`src/core/hwexc_pkg.sv`:
```
package hwexc_pkg;

   //////////////////////////////////////////////////////////////////////////////
   // register map (byte addresses on the apb side)
   localparam logic [11:0] SEQ_STATUS_OFFSET = 12'h000;
   localparam logic [11:0] EXC_RETURN_OFFSET = 12'h004;
   localparam logic [11:0] EXC_CONTROL_OFFSET = 12'h008;

   // sequencer_status field positions
   localparam int EXC_CAUSE_LSB = 0;
   localparam int EXC_CAUSE_W = 6;
   localparam int HW_CAUSE_LSB = 14;
   localparam int HW_CAUSE_W = 5;

   // control register bit positions
   localparam int CTL_SINGLE_STEP_BIT = 0;
   localparam int CTL_TRACE_EXC_EN_BIT = 1;

   // values after reset
   localparam logic [4:0] HW_CAUSE_RESET = 5'h00;
   localparam logic [5:0] EXC_CAUSE_RESET = 6'h00;
   localparam logic [31:0] EXC_RETURN_RESET = 32'h0000_0000;
   localparam logic [1:0] CONTROL_RESET = 2'h0;

   //////////////////////////////////////////////////////////////////////////////
   // hardware error causes
   localparam logic [4:0] HWC_SYS_MMR = 5'h02;
   localparam logic [4:0] HWC_EXT_MEM = 5'h03;
   localparam logic [4:0] HWC_PERF_OVF = 5'h12;
   localparam logic [4:0] HWC_RAISE5 = 5'h18;

   // hardware error source indices; a higher index is the later one on a tie
   localparam int HW_SRC_COUNT = 8;
   localparam int SRC_MMR_INVALID = 0;
   localparam int SRC_MMR_WIDTH = 1;
   localparam int SRC_PERIPHERAL = 2;
   localparam int SRC_BUS_PARITY = 3;
   localparam int SRC_BUS_TIMEOUT = 4;
   localparam int SRC_EXT_MEM = 5;
   localparam int SRC_PERF_OVF = 6;
   localparam int SRC_RAISE5 = 7;

   localparam logic [4:0] HW_SRC_CODE [HW_SRC_COUNT] = '{
      HWC_SYS_MMR, HWC_SYS_MMR, HWC_SYS_MMR, HWC_EXT_MEM,
      HWC_EXT_MEM, HWC_EXT_MEM, HWC_PERF_OVF, HWC_RAISE5
   };

   //////////////////////////////////////////////////////////////////////////////
   // exception causes
   localparam logic [5:0] EXC_SINGLE_STEP = 6'h10;
   localparam logic [5:0] EXC_TRACE_FULL = 6'h11;
   localparam logic [5:0] EXC_UNDEFINED = 6'h21;
   localparam logic [5:0] EXC_ILLEGAL_COMBO = 6'h22;
   localparam logic [5:0] EXC_PROTECTION = 6'h23;

endpackage

```
`src/core/hwexc_err_capture.sv`:
```
`timescale 1ns/10ps

// keeps the code of the newest hardware error and the request level
module hwexc_err_capture #(
   parameter int SOURCES = hwexc_pkg::HW_SRC_COUNT
) (
   // clock and reset
   input wire logic clk_sys,
   input wire logic reset,
   // error conditions, one level per source
   input wire logic [SOURCES-1:0] errLevel,
   // captured state
   output logic [4:0] cause,
   output logic request
);

   logic [SOURCES-1:0] prevLevel;
   logic [SOURCES-1:0] rise;
   logic [4:0] next_cause;

   ////////////////////////////////////////////////////////////////////////////////
   // a condition is a new error only on its rising edge
   genvar i;
   generate
      for (i = 0; i < SOURCES; i++) begin : g_rise
         assign rise[i] = errLevel[i] & ~prevLevel[i];
      end
   endgenerate

   // no queue: the highest index that rose this cycle overwrites all others
   always_comb begin
      next_cause = cause;
      for (int k = 0; k < SOURCES; k++) begin
         if (rise[k]) begin
            next_cause = hwexc_pkg::HW_SRC_CODE[k];
         end
      end
   end

   always_ff @(posedge clk_sys) begin
      if (reset) begin
         prevLevel <= '0;
      end else begin
         prevLevel <= errLevel;
      end
   end

   always_ff @(posedge clk_sys) begin
      if (reset) begin
         cause <= hwexc_pkg::HW_CAUSE_RESET;
      end else begin
         cause <= next_cause;
      end
   end

   // held while any condition is still present
   always_ff @(posedge clk_sys) begin
      if (reset) begin
         request <= 1'b0;
      end else begin
         request <= |errLevel;
      end
   end

endmodule

```
`src/core/hwexc_unit.sv`:
```
// The APB slave port and the address map are this design's own decisions.
`timescale 1ns/10ps

// Notes on behaviour
// - sequencer status is read-only and readable only in supervisor mode
// - failed external transfers raise the hardware error request
// - each hardware error cause goes into a 5-bit status field
// - sources: bus parity, core internal, peripheral and bus timeout errors
// - only the newest error code is kept; simultaneous errors keep the last
// - error request stays high while any error condition is active
// - invalid or wrong-width system register access reports code 0x02
// - external memory addressing error 0x03, performance overflow 0x12
// - raise to level 5 requests the hardware error with code 0x18
// - no cause code other than the defined ones is ever produced
// - exceptions taken as the instruction finishes; younger ones killed
// - service exceptions commit; return address is the next instruction, or the instruction itself on a double fault
// - error exceptions do not commit; return address is the instruction itself
// - every taken exception writes its code into the 6-bit cause field
// - exception during exception, nmi, reset or emulation is a double fault
// - force-exception instruction is a service exception, cause from 4-bit field
// - single step mode makes every instruction without an error, force or trace exception a 0x10 service exception
// - enabled trace buffer overflow gives a 0x11 service exception
// - undefined instruction is an error exception with code 0x21
// - illegal multi-issue combination is an error exception with code 0x22
// - protection, disallowed data access or dual register access give 0x23
module hwexc_unit #(
   parameter int ADDR_W = 12
) (
   // clock and reset
   input wire logic clk_sys,
   input wire logic reset,
   // apb slave
   input wire logic psel,
   input wire logic penable,
   input wire logic pwrite,
   input wire logic [ADDR_W-1:0] paddr,
   input wire logic [31:0] pwdata,
   output logic [31:0] prdata,
   output logic pready,
   output logic pslverr,
   // processor mode
   input wire logic supervisorMode,
   input wire logic servicingCritical,
   // hardware error conditions
   input wire logic mmrInvalidAccess,
   input wire logic mmrWidthMismatch,
   input wire logic peripheralError,
   input wire logic busParityError,
   input wire logic busTimeoutError,
   input wire logic extMemAddrError,
   input wire logic perfMonOverflow,
   input wire logic raiseLevel5,
   output logic hwErrorRequest,
   // finishing instruction from the pipeline
   input wire logic instrFinishing,
   input wire logic [31:0] instrAddr,
   input wire logic [31:0] instrNextAddr,
   input wire logic forceException,
   input wire logic [3:0] forceExceptionImm,
   input wire logic undefinedInstr,
   input wire logic illegalCombination,
   input wire logic userSupervisorAccess,
   input wire logic dataAccessDisallowed,
   input wire logic dualMmrAccess,
   input wire logic traceBufferOverflow,
   // exception decision
   output logic instrCommit,
   output logic killYounger,
   output logic exceptionTaken,
   output logic exceptionIsError,
   output logic doubleFault,
   output logic [31:0] exceptionReturnAddr
);

   ////////////////////////////////////////////////////////////////////////////////
   // hardware error capture

   logic [hwexc_pkg::HW_SRC_COUNT-1:0] hwLevels;
   logic [4:0] hwCause;
   logic hwRequestRaw;

   always_comb begin
      hwLevels = '0;
      hwLevels[hwexc_pkg::SRC_MMR_INVALID] = mmrInvalidAccess;
      hwLevels[hwexc_pkg::SRC_MMR_WIDTH] = mmrWidthMismatch;
      hwLevels[hwexc_pkg::SRC_PERIPHERAL] = peripheralError;
      hwLevels[hwexc_pkg::SRC_BUS_PARITY] = busParityError;
      hwLevels[hwexc_pkg::SRC_BUS_TIMEOUT] = busTimeoutError;
      hwLevels[hwexc_pkg::SRC_EXT_MEM] = extMemAddrError;
      hwLevels[hwexc_pkg::SRC_PERF_OVF] = perfMonOverflow;
      hwLevels[hwexc_pkg::SRC_RAISE5] = raiseLevel5;
   end

   hwexc_err_capture #(
      .SOURCES(hwexc_pkg::HW_SRC_COUNT)
   ) u_err_capture (
      .clk_sys(clk_sys),
      .reset(reset),
      .errLevel(hwLevels),
      .cause(hwCause),
      .request(hwRequestRaw)
   );

   // the event controller latches this level into its error vector slot
   always_ff @(posedge clk_sys) begin
      if (reset) begin
         hwErrorRequest <= 1'b0;
      end else begin
         hwErrorRequest <= hwRequestRaw | (|hwLevels);
      end
   end

   ////////////////////////////////////////////////////////////////////////////////
   // control register

   logic singleStepMode;
   logic traceExcEnable;
   logic apbWriteDone;
   logic [ADDR_W-1:0] regAddr;
   logic hitStatus;
   logic hitReturn;
   logic hitControl;
   logic accessPhase;

   assign apbWriteDone = psel & penable & pready & pwrite;
   assign regAddr = paddr;

   // address decode; any other word is refused
   assign hitStatus = regAddr == hwexc_pkg::SEQ_STATUS_OFFSET[ADDR_W-1:0];
   assign hitReturn = regAddr == hwexc_pkg::EXC_RETURN_OFFSET[ADDR_W-1:0];
   assign hitControl = regAddr == hwexc_pkg::EXC_CONTROL_OFFSET[ADDR_W-1:0];
   assign accessPhase = psel & penable & ~pready;

   always_ff @(posedge clk_sys) begin
      if (reset) begin
         singleStepMode <= hwexc_pkg::CONTROL_RESET[hwexc_pkg::CTL_SINGLE_STEP_BIT];
         traceExcEnable <= hwexc_pkg::CONTROL_RESET[hwexc_pkg::CTL_TRACE_EXC_EN_BIT];
      end else if (apbWriteDone && !pslverr && hitControl) begin
         singleStepMode <= pwdata[hwexc_pkg::CTL_SINGLE_STEP_BIT];
         traceExcEnable <= pwdata[hwexc_pkg::CTL_TRACE_EXC_EN_BIT];
      end
   end

   ////////////////////////////////////////////////////////////////////////////////
   // trace overflow waits for the next finishing instruction

   logic tracePending;
   logic traceServed;

   // a new overflow in the cycle it is served stays pending
   always_ff @(posedge clk_sys) begin
      if (reset) begin
         tracePending <= 1'b0;
      end else if (traceBufferOverflow && traceExcEnable) begin
         tracePending <= 1'b1;
      end else if (traceServed || !traceExcEnable) begin
         tracePending <= 1'b0;
      end
   end

   ////////////////////////////////////////////////////////////////////////////////
   // pipeline flags count only while their instruction tries to finish
   // one protection code covers three unrelated causes

   logic qUndefined;
   logic qIllegal;
   logic qProtection;
   logic qForce;

   assign qUndefined = instrFinishing & undefinedInstr;
   assign qIllegal = instrFinishing & illegalCombination;
   assign qProtection = instrFinishing &
      (userSupervisorAccess | dataAccessDisallowed | dualMmrAccess);
   assign qForce = instrFinishing & forceException;

   ////////////////////////////////////////////////////////////////////////////////
   // exception selection; error types win because they block the commit

   logic errHit;
   logic svcHit;
   logic [5:0] next_excCause;
   logic [5:0] excCause;

   always_comb begin
      errHit = 1'b1;
      svcHit = 1'b0;
      traceServed = 1'b0;
      next_excCause = excCause;
      if (qUndefined) begin
         next_excCause = hwexc_pkg::EXC_UNDEFINED;
      end else if (qIllegal) begin
         next_excCause = hwexc_pkg::EXC_ILLEGAL_COMBO;
      end else if (qProtection) begin
         next_excCause = hwexc_pkg::EXC_PROTECTION;
      end else begin
         errHit = 1'b0;
         svcHit = 1'b1;
         if (qForce) begin
            next_excCause = {2'h0, forceExceptionImm};
         end else if (tracePending) begin
            next_excCause = hwexc_pkg::EXC_TRACE_FULL;
            traceServed = instrFinishing;
         end else if (singleStepMode) begin
            next_excCause = hwexc_pkg::EXC_SINGLE_STEP;
         end else begin
            svcHit = 1'b0;
         end
      end
   end

   logic takeNow;
   assign takeNow = instrFinishing & (errHit | svcHit);

   // decision pulses one cycle after the finishing strobe
   always_ff @(posedge clk_sys) begin
      if (reset) begin
         exceptionTaken <= 1'b0;
         exceptionIsError <= 1'b0;
         killYounger <= 1'b0;
         instrCommit <= 1'b0;
         doubleFault <= 1'b0;
      end else begin
         exceptionTaken <= takeNow;
         exceptionIsError <= takeNow & errHit;
         killYounger <= takeNow;
         instrCommit <= instrFinishing & ~errHit;
         doubleFault <= takeNow & servicingCritical;
      end
   end

   always_ff @(posedge clk_sys) begin
      if (reset) begin
         excCause <= hwexc_pkg::EXC_CAUSE_RESET;
      end else if (takeNow) begin
         excCause <= next_excCause;
      end
   end

   // a double fault always points back at the excepting instruction
   always_ff @(posedge clk_sys) begin
      if (reset) begin
         exceptionReturnAddr <= hwexc_pkg::EXC_RETURN_RESET;
      end else if (takeNow) begin
         if (errHit || servicingCritical) begin
            exceptionReturnAddr <= instrAddr;
         end else begin
            exceptionReturnAddr <= instrNextAddr;
         end
      end
   end

   ////////////////////////////////////////////////////////////////////////////////
   // apb answers: one wait state, pready high for a single cycle

   logic [31:0] seqStatus;
   logic [31:0] next_prdata;
   logic next_pslverr;

   always_comb begin
      seqStatus = '0;
      seqStatus[hwexc_pkg::EXC_CAUSE_LSB +: hwexc_pkg::EXC_CAUSE_W] = excCause;
      seqStatus[hwexc_pkg::HW_CAUSE_LSB +: hwexc_pkg::HW_CAUSE_W] = hwCause;
   end

   always_comb begin
      next_prdata = 32'h0000_0000;
      next_pslverr = 1'b0;
      if (hitStatus) begin
         if (pwrite || !supervisorMode) begin
            next_pslverr = 1'b1;
         end else begin
            next_prdata = seqStatus;
         end
      end else if (hitReturn) begin
         if (pwrite || !supervisorMode) begin
            next_pslverr = 1'b1;
         end else begin
            next_prdata = exceptionReturnAddr;
         end
      end else if (hitControl) begin
         next_prdata[hwexc_pkg::CTL_SINGLE_STEP_BIT] = singleStepMode;
         next_prdata[hwexc_pkg::CTL_TRACE_EXC_EN_BIT] = traceExcEnable;
      end else begin
         next_pslverr = 1'b1;
      end
   end

   typedef enum logic {APB_WAIT, APB_ANSWER} hwexc_apb_state_t;

   hwexc_apb_state_t apbState;
   hwexc_apb_state_t next_apbState;

   // one answer state gives exactly one wait state per access
   always_comb begin
      next_apbState = apbState;
      case (apbState)
         APB_WAIT: begin
            if (accessPhase) begin
               next_apbState = APB_ANSWER;
            end
         end
         APB_ANSWER: begin
            next_apbState = APB_WAIT;
         end
         default: begin
            next_apbState = APB_WAIT;
         end
      endcase
   end

   always_ff @(posedge clk_sys) begin
      if (reset) begin
         apbState <= APB_WAIT;
      end else begin
         apbState <= next_apbState;
      end
   end

   // registered, so pready never follows the master's inputs in the same cycle
   always_ff @(posedge clk_sys) begin
      if (reset) begin
         pready <= 1'b0;
      end else begin
         pready <= next_apbState == APB_ANSWER;
      end
   end

   // data and error stand only in the answering cycle
   always_ff @(posedge clk_sys) begin
      if (reset) begin
         prdata <= 32'h0000_0000;
         pslverr <= 1'b0;
      end else if (accessPhase) begin
         prdata <= pwrite ? 32'h0000_0000 : next_prdata;
         pslverr <= next_pslverr;
      end else begin
         prdata <= 32'h0000_0000;
         pslverr <= 1'b0;
      end
   end

endmodule

```
`config.mk`:
```
export PLATFORM = sky130hd
export DESIGN_NAME = hwexc_unit
export DESIGN_NICKNAME = d
export VERILOG_FILES = /design/src/core/hwexc_pkg.sv /design/src/core/hwexc_err_capture.sv /design/src/core/hwexc_unit.sv
export SDC_FILE = /design/constraint.sdc
export NUM_CORES = 1
export LEC_CHECK = 0
export ABC_AREA = 1
export BUFFER_PORTS_ARGS = -buffer_cell sky130_fd_sc_hd__buf_2
export CAP_MARGIN = 20
export CORE_ASPECT_RATIO = 1.25
export CORE_MARGIN = 2
export CORE_UTILIZATION = 46
export CTS_CLUSTER_DIAMETER = 200
export CTS_CLUSTER_SIZE = 12
export DETAILED_ROUTE_END_ITERATION = 16
export PLACE_DENSITY = 0.81
export SKIP_LAST_GASP = 1
export SLEW_MARGIN = 20
export SYNTH_ARGS = -nofsm -noshare
export SYNTH_HDL_FRONTEND = slang
export SYNTH_SLANG_ARGS = --single-unit
```
`constraint.sdc`:
```
create_clock -name clk_sys -period 1.5 [get_ports clk_sys]
set_clock_uncertainty 0.05 [all_clocks]
set_input_delay 0.375 -clock clk_sys [delete_from_list [all_inputs] [get_ports clk_sys]]
set_output_delay 0.375 -clock clk_sys [all_outputs]
set_load 0.01 [all_outputs]
```
==> results.md, run 1 <==
- The flow ran to the end, and the final reports show no timing, DRC or antenna violations.
- Hold timing on the final database bottoms out at a slack of 162.4 ps.
- Counting instances, the worst hold path has a depth of 3.
- The share of the Yosys chip area taken by registers is between 40% and 50%.
- The via count of the first global-routing pass is 3978.
- The kind of cell adding the most delay to the critical path is flip-flops.
- The insertion delay to the later sink of the worst-skew pair is 370 ps.
- The post-layout net count is 916.
- Counting instances in the post-synthesis netlist gives the leading cell types as nand2_1 (181), nor2_1 (122), dfxtp_1 (93), inv_1 (65), nand4_1 (37).
- After layout, the worst path uses ~92% of the clock period.
- The die covers ~9600 um^2.
- The number of antenna diodes in the final layout is 0.
- IR analysis of the VDD net gives a maximum drop of 0.6508 mV.
- The number of max-slew violations in the final report is 0.
- Among all flip-flop cells after synthesis, the most frequent one is dfxtp_1.
- Summing all multi-input logic gate instances after layout gives 1738 um^2.
- By area the synthesized netlist is led by dfxtp_1 (46%), nand2_1 (17%), nor2_1 (11%).
- The detailed route wirelength on metal3 is 691 um.
- The detail-routed net length per standard cell is 12.18 um.
- The overall fraction of global-route tracks in use is 23.25%.
- The path type of the worst min-delay path is in -> reg.
- The detailed-route vias per instance is 4.716.
- STA classifies the critical path startpoint as a register.
- The worst setup path is captured at an output port.
- The depth of the worst register-to-register path is 9.
- Detailed placement ended at an HPWL of about 8.4 mm.
- In this run the count of I/O pins placed on the die edge is 207.
- The initial antenna violation count is 0.
- The tree built by TritonCTS fans out to 93 sinks.
- The total core area is 8653 um^2.
- The number of maximum-capacitance constraint violations is 0.
- By instance count, the leading cell after synthesis is nand2_1.
- The global placement routability congestion is 0.8961.
- Together, buffers and inverters on the worst path number 1.
- For this design the ratio of total power to cell area is between 900 and 1000 nW/um^2.
- Yosys printed 0 warnings.
- The signal arrival time at the worst endpoint is around 960 ps.
- Clock-pin slew was measured on the worst setup and hold paths at 90 ps.
- The proportion of layout cells with a drive suffix above 1 is a little under a third.
- In this design, the stage delay of the slowest critical-path cell is 430 ps.
- The first-iteration detailed-routing DRC count is 189.
- Based on the critical path, the design can be clocked at up to 723.8 MHz.
- After detailed routing, the number of remaining DRC violations is 0.
- The normalized max-slew margin is 78.68%.
- The post-synthesis cell type count is 27.
- The setup path with the least slack is of type reg -> out.
- The total count of hold-check failures in the final report is 0.
- The required time of the critical path is 1070 ps.
- The count of buffers from port buffering is 176.
- The total via count in the routed design is between 4000 and 5000.
- The detailed-routing wirelength on met1 is between 4 and 5 mm.
- The maximum number of pins on one net before global-route repair is 43.
- Summing internal, switching and leakage power gives 5.430 mW.
- The cell at the root of the clock tree is clkbuf_8.
- The starting utilization of the core area is 47.12%.
- The count of antenna-violating nets left after detailed routing is 0.
- The routed wire length is 11.04 mm.
- The post-synthesis async set-or-reset flop share is 0%.
- The slowest stage of the critical path is the dfxtp_1 cell.
- Clock tree synthesis inserted a total of 9 buffers.
- The die is 88.21 um wide.
- The signal on the critical path passes through buf_2.
- The highest layer touched by signal routing is met4.
- The first detailed-routing pass ran for 4 iterations.
- The share of synthesized area in the top cell type comes to 45.66%.
- The routed design uses 5.549 mm of met2 wire.
- The gate count of the mapped netlist is 589.
- The total setup violations reported at the end of the flow is 0.
- Setup repair after global routing left no endpoint under its margin.
- No sink is reached through more buffers than the 2 on the longest clock path.
- The number of nets in the synthesized netlist is 724.
- The clock tree from TritonCTS is built.
- Of all nets on the critical path, the largest fanout is 4.
- The placement row count is 38.
- CTS built an H-tree with a depth of 3.
- The growth of design area from synthesis to finish is 33.78%.
- The layout has 785 filler cells.
- The count of instances resized after the clock tree is built is 0.
- The largest total area in the synthesized netlist belongs to dfxtp_1.
- The register bit total from synthesis is 93.
- Registers take 1862 um^2.
- The global-route wire length before repair is 17.33 mm.
- The synthesized netlist occupies a cell area of 4078 um^2.
- The number of hold buffers added after CTS was 0.
- The mean area per synthesized cell is between 6 and 7 um^2.
- The aggregate global routing overflow is 0.
- In this run the number of cells on the critical path is 1.
- The floorplan step set the die height to about 110 um.
- The reported leakage power is between 3 and 4 nW.
- The post-layout minimum cycle time is 1382 ps.
- In this run, synthesis inferred 0 flip-flops with an integrated enable.
- At the pin with the least slew margin, the transition time is between 300 and 400 ps.
- Post-CTS timing repair inserted 0 buffers for setup.
area by class of cell:
type | instances | area share (%)
well taps | 120 | 2.752
multi-input cells | 397 | 31.86
repair buffers | 212 | 22.48
flip-flops and latches | 93 | 34.13
clock buffers | 10 | 2.523
clock inverters | 6 | 1.583
inverters | 68 | 4.679
flip-flops by register name, indices dropped and copies added (netlist names):
name,cells
exceptionIsError,1
exceptionReturnAddr,32
u_err_capture.cause,4
u_err_capture.request,1
tracePending,1
excCause,6
pready,1
prdata,32
doubleFault,1
u_err_capture.prevLevel,8
singleStepMode,1
traceExcEnable,1
hwErrorRequest,1
instrCommit,1
exceptionTaken,1
pslverr,1
cell usage in the layout (no fill, tap or decap), drive strengths merged:
master	netlist	layout
buf	23	212
nand2	190	190
nor2	125	125
dfxtp	93	93
inv	66	66
nand4	37	37
nand3	16	16
o21ai	12	12
clkbuf	8	10
a21oi	10	10
clkinv	2	5
nor3	3	3
o22ai	2	2
bufinv	0	2
nor2b	1	1
a21boi	1	1
clkinvlp	0	1
final timing paths:
kind | slack [ps] | startpoint | endpoint
min reg2reg | 390 | u_err_capture.request | hwErrorRequest
min | 160 | traceBufferOverflow | tracePending
max reg2reg | 160 | singleStepMode | exceptionReturnAddr[7]
max | 120 | pready | pready
power breakdown:
| part | total (mW) | switching, mW | internal (mW) |
|---|---|---|---|
| registers | 2.64 | 0.0581 | 2.58 |
| clock network | 1.86 | 0.874 | 0.981 |
| logic | 0.933 | 0.528 | 0.405 |
| total | 5.43 | 1.46 | 3.97 |
through the flow:
stage                     cell area (um^2)  instances  setup TNS [ps]  util (%)  setup slack [ps]
after CTS                             5455        906               0     63.04             99.86
after global routing                  5455        906               0     63.04             23.00
after detailed placement              5231        890           -3226     60.45            -114.1
after floorplan                       4078        589               0         -             110.4
final                                 5455        906               0     63.04             118.4
after global placement                5231        890           -2397     60.45            -96.97
layer usage:
layer / global-route usage (%) / up-vias
met5: 0 / -
met4: 14.18 / 0
met3: 3.482 / 27
met2: 40.49 / 183
met1: 26.30 / 1877
li1: - / 2186
cells by family after synthesis:
logic type             Yosys count  synth area share, %
buffers and inverters           99                11.72
flip-flops                      93                45.66
AO/OA/AOI/OAI                   25                3.651
AND/OR/NAND/NOR                372                38.97
(Power assumes the default switching activity.)
==> inputs of run 2 (changes only) <==
--- a/config.mk
+++ b/config.mk
@@ -6,15 +6,14 @@
 export NUM_CORES = 1
 export LEC_CHECK = 0
 export ABC_AREA = 1
-export BUFFER_PORTS_ARGS = -buffer_cell sky130_fd_sc_hd__buf_2
 export CAP_MARGIN = 20
 export CORE_ASPECT_RATIO = 1.25
 export CORE_MARGIN = 2
-export CORE_UTILIZATION = 46
+export CORE_UTILIZATION = 47
 export CTS_CLUSTER_DIAMETER = 200
 export CTS_CLUSTER_SIZE = 12
 export DETAILED_ROUTE_END_ITERATION = 16
-export PLACE_DENSITY = 0.81
+export DONT_BUFFER_PORTS = 1
 export SKIP_LAST_GASP = 1
 export SLEW_MARGIN = 20
 export SYNTH_ARGS = -nofsm -noshare
==> constraint.sdc (replaced) <==
create_clock -name clk_sys -period 1.5 [get_ports clk_sys]
set_clock_uncertainty 0.05 [all_clocks]
set_input_delay 0.225 -clock clk_sys [delete_from_list [all_inputs] [get_ports clk_sys]]
set_output_delay 0.225 -clock clk_sys [all_outputs]
set_load 0.01 [all_outputs]
==> results.md, run 2 (synthesis gave the netlist of run 1 again) <==
- The starting utilization of the core area came to 47.65% (was 47.12%).
- The total setup violations reported at the end of the flow is 0 (unchanged).
- The achievable clock frequency is 735.4 MHz (was 723.8 MHz).
- The proportion of layout cells with a drive suffix above 1 is 8.458% (was 31.68%).
- The area enclosed by the die boundary is 9442 um^2 (was 9638 um^2).
- The total setup buffers inserted after CTS is 0 (unchanged).
- The final hold slack is -130.8 ps (was 162.4 ps).
- The post-route clock period utilization is 90.65% (was 92.11%).
- The final reports fail on hold timing.
- The footprint of the flip-flops and latches is 1862 um^2 (unchanged).
- The placement row count is 38 (unchanged).
- The initial antenna violation count is 0 (unchanged).
- The clock tree from TritonCTS is built (unchanged).
- The total count of hold-check failures in the final report is 8 (was 0).
- The transition time of the tightest slew-check pin is 379.3 ps (was 317.4 ps).
- The count of filler cells inserted in the layout was 909 (was 785).
- The aggregate global routing overflow is 0 (unchanged).
- The number of maximum-capacitance constraint violations came to 0 (unchanged).
- The normalized max-slew margin is 74.71% (was 78.68%).
- The number of max-slew violations in the final report was 0 (unchanged).
- The total core area was 8558 um^2 (was 8653 um^2).
- Leading cell types in the layout, fill and taps excluded: nand2_1 (181), nor2_1 (122), dfxtp_1 (93), inv_1 (65), nand4_1 (37) (was nand2_1 (181), buf_2 (176), nor2_1 (122), dfxtp_1 (93), inv_1 (65)).
- The number of search-and-repair iterations in the first detailed-routing pass came to 6 (was 4).
- The post-layout net count was 733 (was 916).
- The final core utilization is 52.06% (was 63.04%).
- The capturing element type of the critical path is a register (was output port).
- The total negative slack for setup checks is 0 ps (unchanged).
- The maximum net fanout on the critical path is 35 (was 4).
- The number of buffers inserted by hold repair at cts was 15 (was 0).
- The path type of the worst min-delay path is in -> reg (unchanged).
- The worst vdd rail ir drop is 0.5736 mV (was 0.6508 mV).
- The detail-routed net length per standard cell is 13.87 um (was 12.18 um).
- The total number of H-tree levels came to 3 (unchanged).
- The number of buffers inserted during clock tree synthesis is 9 (unchanged).
- The count of instances resized after the clock tree is built is 0 (unchanged).
- Registers with the most flip-flops: exceptionReturnAddr: 32 flops, prdata: 32 flops, u_err_capture.prevLevel: 8 flops (unchanged).
- The startpoint kind of the worst setup timing path is a register (unchanged).
- The post-layout minimum cycle time came to 1360 ps (was 1382 ps).
- The number of sinks on the clock net is 93 (unchanged).
- The insertion delay to the later sink of the worst-skew pair was 360 ps (was 370 ps).
- The number of primary I/O pins is 207 (unchanged).
- The half-perimeter wire length after placement is 7.021 mm (was 8.359 mm).
- The category of the most critical setup path was reg -> reg (was reg -> out).
- The total via count in the routed design is 3503 (was 4273).
- The number of buffers on the longest clock path is 2 (unchanged).
- The routed wire length is 9.751 mm (was 11.04 mm).
- The number of diodes is 0 (unchanged).
- The maximum number of pins on one net before global-route repair is 37 (was 43).
- The global-route wire length before repair is 14.74 mm (was 17.33 mm).
- The most common cell after layout, fill and taps aside is nand2_1 (unchanged).
- The detailed-route vias per instance is 4.983 (was 4.716).
- The reported leakage power is 2.148 nW (was 3.003 nW).
- The remaining routing DRC violations is 0 (unchanged).
- The multi-input logic area is 1738 um^2 (unchanged).
- The global placement routability congestion is 0.7639 (was 0.8961).
- The count of antenna-violating nets left after detailed routing is 0 (unchanged).
- The growth of design area from synthesis to finish is 9.267% (was 33.78%).
- The clock transition at the registers of the reported paths was 100 ps (was 90 ps).
- The required time of the critical path was 1710 ps (was 1070 ps).
- The width of the chip is 87.31 um (was 88.21 um).
- The signal arrival time at the worst endpoint is 1570 ps (was 960 ps).
- The via count of the first global-routing pass is 3123 (was 3978).
- Status: complete, but fails checks (was finished clean).
- The cell at the root of the clock tree is clkbuf_8 (unchanged).
- The power per cell area is 1092 nW/um^2 (was 995.4 nW/um^2).
- Setup repair after global routing missed its margin: no (unchanged).
- The count of buffers from port buffering was 0 (was 176).
- The overall fraction of global-route tracks in use came to 20.21% (was 23.25%).
- The first-iteration detailed-routing DRC count is 127 (was 189).
- The vertical die dimension is 108.1 um (was 109.3 um).
-- run 2: layout make-up --
| cell class | instances | area share, % |
|---|---|---|
| sequential | 93 | 41.79 |
| inverter | 68 | 5.729 |
| multi-input combinational | 397 | 39.01 |
| timing repair buffer | 29 | 6.571 |
| clock inverter | 7 | 1.320 |
| clock buffer | 9 | 2.780 |
| tap | 100 | 2.808 |
-- run 2: worst paths after layout --
path | start | to | depth (start not counted) | slack [ps]
max | singleStepMode | exceptionReturnAddr[11] | 9 | 140
min | reset | excCause[5] | 1 | -130
max reg2reg | singleStepMode | exceptionReturnAddr[11] | 9 | 140
min reg2reg | u_err_capture.request | hwErrorRequest | 2 | 390
-- run 2: worst max-delay path, cell delays in order (launching register included) --
cell and delay, ps:
dfxtp_1 330, inv_1 70, nand2_1 80, nor2_2 120, nand3_2 120, nand2_4 110
buf_12 190, nand2_1 70, nand2_1 60, nor2_1 50
-- run 2: metrics by stage --
step	cell area (um^2)	std cells	power, mW	hold slack [ps]	worst slack (ps)
floorplan	4078	589	3.237	292.4	260.4
global placement	4123	672	3.328	240.8	152.2
detailed placement	4123	672	3.341	242.4	120.8
CTS	4456	703	4.925	-158.9	129.3
global route	4456	703	5.147	-164.1	9.537
finish	4456	703	4.866	-130.8	140.3
-- run 2: power by group --
| part | internal, mW | switching [mW] | total (mW) |
|---|---|---|---|
| registers | 2.58 | 0.118 | 2.70 |
| clock network | 0.626 | 0.930 | 1.56 |
| logic | 0.232 | 0.374 | 0.606 |
| total | 3.44 | 1.42 | 4.87 |
-- run 2: routing by layer --
metal  global-route usage (%)  wire length (um)  vias to the layer above
met3                    7.252               797                       15
met1                    23.89              4130                     1545
met2                    33.28              4654                      126
li1                         -                 -                     1817
met4                    7.692               169                        0
met5                        0                 0                        -
